## config.mk

```make
export PLATFORM = sky130hd
export DESIGN_NAME = port_fgh_alternate_override
export DESIGN_NICKNAME = d
export VERILOG_FILES = /design/src/pin_mux_pkg.sv /design/src/port_fgh_alternate_override.sv /design/src/pin_override_cell.sv /design/src/port_reg_slave.sv
export VERILOG_INCLUDE_DIRS = /design/src /design/src/src
export SDC_FILE = /design/constraint.sdc
export NUM_CORES = 1
export LEC_CHECK = 0
export BUFFER_PORTS_ARGS = -buffer_cell sky130_fd_sc_hd__buf_4
export CAP_MARGIN = 20
export CORE_MARGIN = 10
export CORE_UTILIZATION = 43
export CTS_CLUSTER_DIAMETER = 100
export DETAILED_ROUTE_END_ITERATION = 10
export PLACE_DENSITY = 0.67
export SLEW_MARGIN = 20
export SYNTH_ARGS = -nofsm -noshare
export SYNTH_HDL_FRONTEND = slang
export SYNTH_HIERARCHICAL = 1
export SYNTH_SLANG_ARGS = --single-unit
```

## constraint.sdc

```tcl
create_clock -name clk -period 2.78 [get_ports clk]
set_input_delay 0.417 -clock clk [delete_from_list [all_inputs] [get_ports clk]]
set_output_delay 0.417 -clock clk [all_outputs]
set_load 0.05 [all_outputs]
```

## src/pin_mux_cfg.svh

```systemverilog
`ifndef PIN_MUX_CFG_SVH
`define PIN_MUX_CFG_SVH

// Register byte offsets
`define REG_CTRL 8'h00
`define REG_F_DIR 8'h04
`define REG_F_OUT 8'h08
`define REG_G_DIR 8'h0c
`define REG_G_OUT 8'h10
`define REG_H_DIR 8'h14
`define REG_H_OUT 8'h18
`define REG_F_IN 8'h1c
`define REG_G_IN 8'h20
`define REG_H_IN 8'h24
`define REG_STAT 8'h28

// Control register fields
`define CTRL_TEST_EN 0
`define CTRL_LCD_EN 1
`define CTRL_LCD_LP 2
`define CTRL_PUD 3
`define CTRL_RST 4'h0

// Status register fields
`define STAT_SHIFT 0
`define STAT_RESET_PIN 1
`define STAT_FUSE 2

// Pin positions
`define F_TCK 4
`define F_TMS 5
`define F_TDO 6
`define F_TDI 7
`define G_RESET 5
`define G_T0 4
`define G_T1 3
`define G_SEG_ONLY 2

// Segment indices: large package, small package
`define SEG_G4_L 6'd32
`define SEG_G4_S 6'd23
`define SEG_G3_L 6'd33
`define SEG_G3_S 6'd24
`define SEG_G2_L 6'd4
`define SEG_G2_S 6'd4
`define SEG_G1_L 6'd17
`define SEG_G1_S 6'd13
`define SEG_G0_L 6'd18
`define SEG_G0_S 6'd14
`define SEG_H_HI 6'd36
`define SEG_H_LO 6'd7

`define SEG_COUNT 40
`define PORT_WIDTH 8
`define WB_ADR_W 8

`endif

```

## src/pin_mux_pkg.sv

```systemverilog
`include "pin_mux_cfg.svh"

package pin_mux_pkg;

    typedef struct packed {
        logic pue;
        logic puv;
        logic dde;
        logic ddv;
        logic pve;
        logic pvv;
        logic diee;
        logic diev;
    } ovr_s;

    typedef struct packed {
        logic test_en;
        logic lcd_en;
        logic lcd_lp;
        logic pud;
    } ctrl_s;

    typedef struct packed {
        logic [`PORT_WIDTH-1:0] o;
        logic [`PORT_WIDTH-1:0] oe;
        logic [`PORT_WIDTH-1:0] pull;
    } pin_drive_s;

    typedef logic [`PORT_WIDTH-1:0] byte_t;

endpackage : pin_mux_pkg

```

## src/port_fgh_alternate_override.sv

```systemverilog
`timescale 1ns/1ps
`default_nettype none

module port_fgh_alternate_override
    import pin_mux_pkg::*;
#(
    parameter bit large_package = 1'b1
) (
    input wire logic clk,
    input wire logic rst_b,
    input wire logic ce,
    input wire logic wb_cyc_i,
    input wire logic wb_stb_i,
    input wire logic wb_we_i,
    input wire logic [`WB_ADR_W-1:0] wb_adr_i,
    input wire logic [3:0] wb_sel_i,
    input wire logic [31:0] wb_dat_i,
    output logic [31:0] wb_dat_o,
    output logic wb_ack_o,
    input wire byte_t f_pin_i,
    output pin_drive_s f_drive,
    output byte_t analog_pin_path,
    input wire byte_t g_pin_i,
    output pin_drive_s g_drive,
    input wire byte_t h_pin_i,
    output pin_drive_s h_drive,
    input wire logic tap_shift_ir,
    input wire logic tap_shift_dr,
    input wire logic tap_serial_out,
    output logic test_clock,
    output logic test_mode_select,
    output logic test_data_in,
    input wire logic reset_pin_disable_fuse,
    output logic external_reset_b,
    output logic timer_zero_count_input,
    output logic timer_one_count_input,
    output byte_t pin_change_source,
    input wire logic [`SEG_COUNT-1:0] segment_drive,
    output logic [4:0] g_segment_output,
    output byte_t h_segment_output
);

    ctrl_s ctrl;
    byte_t f_dir, f_out, g_dir, g_out, h_dir, h_out;
    byte_t f_din, g_din, h_din;
    ovr_s ovr_f [`PORT_WIDTH];
    ovr_s ovr_g [`PORT_WIDTH];
    ovr_s ovr_h [`PORT_WIDTH];
    logic shifting;
    logic test_r, test_nxt;
    logic [2:0] status;
    logic [5:0] g_seg_idx [5];
    logic [4:0] g_seg_r, g_seg_nxt;
    byte_t h_seg_r, h_seg_nxt;

    assign shifting = tap_shift_ir | tap_shift_dr;
    assign status = {reset_pin_disable_fuse, g_din[`G_RESET], shifting};

    port_reg_slave u_regs (
        .clk(clk),
        .rst_b(rst_b),
        .ce(ce),
        .wb_cyc_i(wb_cyc_i),
        .wb_stb_i(wb_stb_i),
        .wb_we_i(wb_we_i),
        .wb_adr_i(wb_adr_i),
        .wb_sel_i(wb_sel_i),
        .wb_dat_i(wb_dat_i),
        .wb_dat_o(wb_dat_o),
        .wb_ack_o(wb_ack_o),
        .f_in(f_din),
        .g_in(g_din),
        .h_in(h_din),
        .status(status),
        .ctrl(ctrl),
        .f_dir(f_dir),
        .f_out(f_out),
        .g_dir(g_dir),
        .g_out(g_out),
        .h_dir(h_dir),
        .h_out(h_out)
    );

    // Analog port overrides
    always_comb begin
        for (int i = 0; i < `PORT_WIDTH; i++) begin
            ovr_f[i] = '0;
        end
        for (int i = `F_TCK; i <= `F_TDI; i++) begin
            ovr_f[i].pue = ctrl.test_en;
            ovr_f[i].puv = 1'b1;
            ovr_f[i].dde = ctrl.test_en;
            ovr_f[i].ddv = 1'b0;
            ovr_f[i].diee = ctrl.test_en;
            ovr_f[i].diev = 1'b0;
        end
        ovr_f[`F_TDO].ddv = shifting;
        ovr_f[`F_TDO].pve = ctrl.test_en;
        ovr_f[`F_TDO].pvv = tap_serial_out;
    end

    // Second port overrides
    always_comb begin
        for (int i = 0; i < `PORT_WIDTH; i++) begin
            ovr_g[i] = '0;
        end
        for (int i = 0; i <= `G_T0; i++) begin
            ovr_g[i].pue = ctrl.lcd_en;
            ovr_g[i].dde = ctrl.lcd_en;
            ovr_g[i].diee = ctrl.lcd_en & ctrl.lcd_lp;
        end
        ovr_g[`G_SEG_ONLY].diee = ctrl.lcd_en;
        ovr_g[`G_T0].ddv = 1'b1;
        ovr_g[`G_T0].diee = ctrl.lcd_en & ctrl.lcd_lp;
        ovr_g[`G_RESET].pue = 1'b1;
        ovr_g[`G_RESET].puv = 1'b1;
        ovr_g[`G_RESET].dde = 1'b1;
        ovr_g[`G_RESET].pve = 1'b1;
    end

    // Third port overrides
    always_comb begin
        for (int i = 0; i < `PORT_WIDTH; i++) begin
            ovr_h[i] = '0;
            ovr_h[i].pue = ctrl.lcd_en;
            ovr_h[i].dde = ctrl.lcd_en;
            ovr_h[i].diee = ctrl.lcd_en & ctrl.lcd_lp;
        end
    end

    // Per-pin override resolution
    genvar p;
    generate
        for (p = 0; p < `PORT_WIDTH; p++) begin : g_pin
            pin_override_cell u_f (
                .clk(clk),
                .rst_b(rst_b),
                .ce(ce),
                .ovr(ovr_f[p]),
                .dir_reg(f_dir[p]),
                .out_reg(f_out[p]),
                .pud(ctrl.pud),
                .pin_i(f_pin_i[p]),
                .pin_o(f_drive.o[p]),
                .pin_oe(f_drive.oe[p]),
                .pull_en(f_drive.pull[p]),
                .din(f_din[p])
            );
            pin_override_cell u_g (
                .clk(clk),
                .rst_b(rst_b),
                .ce(ce),
                .ovr(ovr_g[p]),
                .dir_reg(g_dir[p]),
                .out_reg(g_out[p]),
                .pud(ctrl.pud),
                .pin_i(g_pin_i[p]),
                .pin_o(g_drive.o[p]),
                .pin_oe(g_drive.oe[p]),
                .pull_en(g_drive.pull[p]),
                .din(g_din[p])
            );
            if (large_package) begin : g_h
                pin_override_cell u_h (
                    .clk(clk),
                    .rst_b(rst_b),
                    .ce(ce),
                    .ovr(ovr_h[p]),
                    .dir_reg(h_dir[p]),
                    .out_reg(h_out[p]),
                    .pud(ctrl.pud),
                    .pin_i(h_pin_i[p]),
                    .pin_o(h_drive.o[p]),
                    .pin_oe(h_drive.oe[p]),
                    .pull_en(h_drive.pull[p]),
                    .din(h_din[p])
                );
            end else begin : g_no_h
                assign h_drive.o[p] = 1'b0;
                assign h_drive.oe[p] = 1'b0;
                assign h_drive.pull[p] = 1'b0;
                assign h_din[p] = 1'b0;
            end
        end
    endgenerate

    // Segment index per package
    assign g_seg_idx[4] = large_package ? `SEG_G4_L : `SEG_G4_S;
    assign g_seg_idx[3] = large_package ? `SEG_G3_L : `SEG_G3_S;
    assign g_seg_idx[2] = large_package ? `SEG_G2_L : `SEG_G2_S;
    assign g_seg_idx[1] = large_package ? `SEG_G1_L : `SEG_G1_S;
    assign g_seg_idx[0] = large_package ? `SEG_G0_L : `SEG_G0_S;

    // Segment routing and test pin forwarding
    always_comb begin
        g_seg_nxt = '0;
        h_seg_nxt = '0;
        for (int i = 0; i < 5; i++) begin
            g_seg_nxt[i] = ctrl.lcd_en & segment_drive[g_seg_idx[i]];
        end
        for (int i = 0; i < 4; i++) begin
            h_seg_nxt[7-i] = ctrl.lcd_en & segment_drive[`SEG_H_HI + 6'(i)];
            h_seg_nxt[3-i] = ctrl.lcd_en & segment_drive[`SEG_H_LO + 6'(i)];
        end
        if (!large_package) begin
            h_seg_nxt = '0;
        end
        test_nxt = ctrl.test_en;
    end

    always_ff @(posedge clk or negedge rst_b) begin
        if (!rst_b) begin
            g_seg_r <= '0;
            h_seg_r <= '0;
            test_r <= 1'b0;
        end else if (ce) begin
            g_seg_r <= g_seg_nxt;
            h_seg_r <= h_seg_nxt;
            test_r <= test_nxt;
        end
    end

    assign g_segment_output = g_seg_r;
    assign h_segment_output = h_seg_r;

    // Test pins feed the test state machine while enabled, and the analog path at all times
    assign test_clock = test_r & f_pin_i[`F_TCK];
    assign test_mode_select = test_r ? f_pin_i[`F_TMS] : 1'b1;
    assign test_data_in = test_r ? f_pin_i[`F_TDI] : 1'b1;
    assign analog_pin_path = f_pin_i;

    // Reset pin unless the disable fuse is programmed
    assign external_reset_b = reset_pin_disable_fuse ? g_din[`G_RESET] : 1'b1;
    assign timer_zero_count_input = g_din[`G_T0];
    assign timer_one_count_input = g_din[`G_T1];
    assign pin_change_source = h_din;

endmodule : port_fgh_alternate_override

`default_nettype wire

```

## src/pin_override_cell.sv

```systemverilog
`timescale 1ns/1ps
`default_nettype none

module pin_override_cell
    import pin_mux_pkg::*;
(
    input wire logic clk,
    input wire logic rst_b,
    input wire logic ce,
    input wire ovr_s ovr,
    input wire logic dir_reg,
    input wire logic out_reg,
    input wire logic pud,
    input wire logic pin_i,
    output logic pin_o,
    output logic pin_oe,
    output logic pull_en,
    output logic din
);

    logic pin_o_r, pin_o_nxt;
    logic pin_oe_r, pin_oe_nxt;
    logic pull_r, pull_nxt;
    logic din_r, din_nxt;

    // Override value replaces port setting when its enable is set
    always_comb begin
        pin_oe_nxt = ovr.dde ? ovr.ddv : dir_reg;
        pin_o_nxt = ovr.pve ? ovr.pvv : out_reg;
        pull_nxt = ovr.pue ? ovr.puv : (out_reg & ~dir_reg & ~pud);
        din_nxt = (ovr.diee ? ovr.diev : 1'b1) & pin_i;
    end

    always_ff @(posedge clk or negedge rst_b) begin
        if (!rst_b) begin
            pin_o_r <= 1'b0;
            pin_oe_r <= 1'b0;
            pull_r <= 1'b0;
            din_r <= 1'b0;
        end else if (ce) begin
            pin_o_r <= pin_o_nxt;
            pin_oe_r <= pin_oe_nxt;
            pull_r <= pull_nxt;
            din_r <= din_nxt;
        end
    end

    assign pin_o = pin_o_r;
    assign pin_oe = pin_oe_r;
    assign pull_en = pull_r;
    assign din = din_r;

endmodule : pin_override_cell

`default_nettype wire

```

## src/port_reg_slave.sv

```systemverilog
`timescale 1ns/1ps
`default_nettype none

module port_reg_slave
    import pin_mux_pkg::*;
(
    input wire logic clk,
    input wire logic rst_b,
    input wire logic ce,
    input wire logic wb_cyc_i,
    input wire logic wb_stb_i,
    input wire logic wb_we_i,
    input wire logic [`WB_ADR_W-1:0] wb_adr_i,
    input wire logic [3:0] wb_sel_i,
    input wire logic [31:0] wb_dat_i,
    output logic [31:0] wb_dat_o,
    output logic wb_ack_o,
    input wire byte_t f_in,
    input wire byte_t g_in,
    input wire byte_t h_in,
    input wire logic [2:0] status,
    output ctrl_s ctrl,
    output byte_t f_dir,
    output byte_t f_out,
    output byte_t g_dir,
    output byte_t g_out,
    output byte_t h_dir,
    output byte_t h_out
);

    logic [3:0] ctrl_r, ctrl_nxt;
    byte_t regs_r [6];
    byte_t regs_nxt [6];
    logic ack_r, ack_nxt;
    logic [31:0] dat_r, dat_nxt;
    logic take;

    assign take = wb_cyc_i & wb_stb_i & ~ack_r;

    always_comb begin
        ctrl_nxt = ctrl_r;
        for (int i = 0; i < 6; i++) begin
            regs_nxt[i] = regs_r[i];
        end
        ack_nxt = take;
        dat_nxt = 32'h0000_0000;
        if (take && wb_we_i && wb_sel_i[0]) begin
            case (wb_adr_i)
                `REG_CTRL: ctrl_nxt = wb_dat_i[3:0];
                `REG_F_DIR: regs_nxt[0] = wb_dat_i[7:0];
                `REG_F_OUT: regs_nxt[1] = wb_dat_i[7:0];
                `REG_G_DIR: regs_nxt[2] = wb_dat_i[7:0];
                `REG_G_OUT: regs_nxt[3] = wb_dat_i[7:0];
                `REG_H_DIR: regs_nxt[4] = wb_dat_i[7:0];
                `REG_H_OUT: regs_nxt[5] = wb_dat_i[7:0];
                default: ;
            endcase
        end
        if (take && !wb_we_i) begin
            case (wb_adr_i)
                `REG_CTRL: dat_nxt = {28'h0000000, ctrl_r};
                `REG_F_DIR: dat_nxt = {24'h000000, regs_r[0]};
                `REG_F_OUT: dat_nxt = {24'h000000, regs_r[1]};
                `REG_G_DIR: dat_nxt = {24'h000000, regs_r[2]};
                `REG_G_OUT: dat_nxt = {24'h000000, regs_r[3]};
                `REG_H_DIR: dat_nxt = {24'h000000, regs_r[4]};
                `REG_H_OUT: dat_nxt = {24'h000000, regs_r[5]};
                `REG_F_IN: dat_nxt = {24'h000000, f_in};
                `REG_G_IN: dat_nxt = {24'h000000, g_in};
                `REG_H_IN: dat_nxt = {24'h000000, h_in};
                `REG_STAT: dat_nxt = {29'h00000000, status};
                default: dat_nxt = 32'h0000_0000;
            endcase
        end
    end

    always_ff @(posedge clk or negedge rst_b) begin
        if (!rst_b) begin
            ctrl_r <= `CTRL_RST;
            for (int i = 0; i < 6; i++) begin
                regs_r[i] <= 8'h00;
            end
            ack_r <= 1'b0;
            dat_r <= 32'h0000_0000;
        end else if (ce) begin
            ctrl_r <= ctrl_nxt;
            for (int i = 0; i < 6; i++) begin
                regs_r[i] <= regs_nxt[i];
            end
            ack_r <= ack_nxt;
            dat_r <= dat_nxt;
        end
    end

    assign wb_ack_o = ack_r;
    assign wb_dat_o = dat_r;
    assign ctrl.test_en = ctrl_r[`CTRL_TEST_EN];
    assign ctrl.lcd_en = ctrl_r[`CTRL_LCD_EN];
    assign ctrl.lcd_lp = ctrl_r[`CTRL_LCD_LP];
    assign ctrl.pud = ctrl_r[`CTRL_PUD];
    assign f_dir = regs_r[0];
    assign f_out = regs_r[1];
    assign g_dir = regs_r[2];
    assign g_out = regs_r[3];
    assign h_dir = regs_r[4];
    assign h_out = regs_r[5];

endmodule : port_reg_slave

`default_nettype wire

```

==> results.py <==
metrics = {
    "synthesis": {
        "synthAdderAreaFrac": 0,
        "netlist_instances": 792,
        "synth_compound_area_frac": 0.118,
        "synth_cell_types": 57,
        "synth-main-ff-cell": "dfrtp_1",
        "async_flop_share": 1.00,
        "synthSimpleGateAreaFrac": 0.168,
        "yosysTopAreaCell": "dfrtp_1",
        "synth_top_area_share": 0.491,
        "synth_mux_area_frac": 0.160,
        "synth_common_cells": "171 x dfrtp_1, 77 x nor2_1, 63 x mux2i_1, 60 x mux2_2, 59 x a21oi_1",
        "synth-edff-count": 0,
        "syn_area_um2": 8710,
        "synth_most_common_cell": "dfrtp_1",
        "synth.area.top_cells": "dfrtp_1 49%, mux2_2 7.8%, mux2i_1 7.2%, a21oi_1 3.4%, nor2_1 3.3%",
        "synth-xor-area-share": 0,
        "synth_top_family_by_area": "simple AND/OR/NAND/NOR gates",
        "ys_seq_elements": 171,
        "synth-warning-count": 6,
        "syn_avg_cell_area_um2": 11.0,
        "yosysSeqAreaShare": 0.491,
    },
    "timing": {
        "rsz0062_at_grt": "false",
        "hold_viol_final": 0,
        "fin_setup_tns_ns": 0,
        "relSlewSlack": 0.192,
        "worstMarginPinSlew_ns": 1.21,
        "max_freq_mhz": 430,
        "timing.final.ws_setup_ns": 0.455,
        "final_max_slew_viol_count": 0,
        "worst_hold_slack_ns": 0.195,
        "setup_viol": 0,
        "finClkSkew_ns": 0.00768,
        "layout_min_cycle_time_ns": 2.32,
        "period_share": 0.836,
    },
    "floorplan": {
        "initial_core_util": 0.442,
        "die_x_um": 162,
        "rows": 51,
        "coreArea_um2": 19700,
        "die_h_um": 162,
        "die_area_um2": 26300,
        "ios": 258,
    },
    "global_routing": {
        "grt_use_total": 0.184,
        "grt_pass1_wl_um": 38300,
        "grt_pass1_vias": 6635,
        "overflow": 0,
        "antenna_found_initial": 0,
        "grt_max_degree": 221,
    },
    "clocking": {
        "h-tree-depth": 4,
        "post-cts-setup-buffers": 0,
        "cts_buffers": 17,
        "cts_tree": "yes",
        "cts.clk_slew.worst_paths_ns": 0.07,
        "root_buffer": "clkbuf_16",
        "clockBufferDepth": 2,
        "clock_sinks": 171,
        "clk_latency_ns": 0.43,
        "cts_repair_resize_count": 0,
    },
    "setup_path": {
        "rr_endpoint": "u_regs/h_dir[1]",
        "rr_startpoint": "u_regs/wb_ack_o",
        "r2r_cells": 4,
        "worstSetupPathType": "register to register",
        "startpoint": "u_regs/wb_ack_o",
        "path_depth": 4,
        "slowest_stage": "and3_1",
        "cp-start-kind": "register",
        "reg2reg_slack_ns": 0.46,
        "arrival_ns": 2.64,
        "cp_max_fo": 8,
        "path_buf_inv": 0,
        "cp_slowest_stage_delay_ns": 0.47,
        "crit_required_ns": 3.09,
        "critPathTopFamily": "simple AND/OR/NAND/NOR gates",
        "cp-end-kind": "register",
        "path_cells": "nor3_1 -> and3_1 -> nand4_2 -> mux2_2",
    },
    "worst_hold_path": {
        "min_from": "segment_drive[18]",
        "worstHoldPathCells": 3,
        "hold_end": "g_segment_output[0]",
        "hold_class": "primary input to register",
    },
    "finish": {
        "area_delta_synth_final_pct": 30.7,
        "diodes": 0,
        "final_net_count": 1215,
        "fill_cells": 1772,
        "multi_input_area_um2": 4520,
        "drive_gt1_frac": 0.317,
        "seq_area_um2": 4280,
    },
    "power": {
        "power.leakage_nw": 5.41,
        "totalPowerFinal_w": 0.00656,
        "power_density_nw_per_um2": 576,
        "worst_ir_drop_vdd_mv": 0.394,
    },
    "route": {
        "routed.top_layer": "met4",
        "vias": 6753,
        "wire_per_inst_um": 17.9,
        "drt_iter0_markers": 446,
        "via_per_inst": 4.91,
        "wl_met1_um": 10900,
        "route.detailed.drc": 0,
        "met2_length_um": 11600,
        "routed_wl_um": 24600,
        "firstDrtPassIters": 4,
        "antenna_left": 0,
        "met3_length_um": 1850,
    },
    "place": {
        "port_buffers": 179,
        "gp_congestion": 0.885,
        "dp.final_hpwl_um": 17400,
        "dp_slack_ns": 0.248,
    },
    "run_status": {
        "status": "completed",
    },
    "job": {
        "cap_violations": 0,
    },
}
-- cells by family after synthesis --
group	after synthesis
AND/OR/NAND/NOR	248
AO/OA/AOI/OAI	152
multiplexers	127
other	3
flip-flops	171
buffers and inverters	91
-- worst max path at each step --
stage                                  to
after detailed placement  u_regs/h_dir[1]
after global routing      u_regs/h_dir[6]
final                     u_regs/h_dir[1]
after floorplan           u_regs/h_out[0]
after CTS                 u_regs/h_dir[6]
after global placement    u_regs/h_dir[5]
-- placed cells by master (no fill, tap or decap), drive strengths merged, types with 24 or more instances in the layout --
master,instances
buf,195
dfrtp,171
conb,169
nor2,78
mux2i,63
mux2,61
a21oi,60
nand2,35
nand2b,28
nor2b,27
a31oi,25
or4b,24
a31o,24
-- per-layer routing --
| layer | global-route usage | vias to the layer above |
|---|---|---|
| met5 | 0 | - |
| met4 | 0.0505 | 0 |
| met3 | 0.0574 | 21 |
| met2 | 0.287 | 198 |
| met1 | 0.243 | 3261 |
| li1 | - | 3273 |
-- worst register-to-register path, stage by stage (launching register included) --
cell	delay (ns)
dfrtp_1	0.40
nor3_1	0.45
and3_1	0.47
nand4_2	0.47
mux2_2	0.43
-- cell type report --
class	instances	share of cell area
clock buffers	20	0.0401
clock inverters	11	0.0190
multi-input cells	696	0.397
repair buffers	196	0.134
well taps	265	0.0291
flip-flops and latches	171	0.376
inverters	15	0.00495
-- stage by stage --
stage                     std cells  utilization  area, µm²
after floorplan                 958            -       9330
after global placement         1342        0.542      10700
after detailed placement       1342        0.542      10700
after CTS                      1374        0.577      11400
after global routing           1374        0.577      11400
final                          1374        0.577      11400
-- power breakdown --
| part | leakage (nW) | switching, W | internal, W |
|---|---|---|---|
| logic | 2.86 | 0.000796 | 0.000353 |
| registers | 2.22 | 0.0000779 | 0.00261 |
| clock network | 0.330 | 0.000991 | 0.00173 |
| total | 5.41 | 0.00186 | 0.00469 |
-- what timing repair did --
item,CTS,global route
endpoints found under the setup margin,0,0
hold endpoints to repair,15,0
hold buffers,1,0
(Power assumes the default switching activity.)
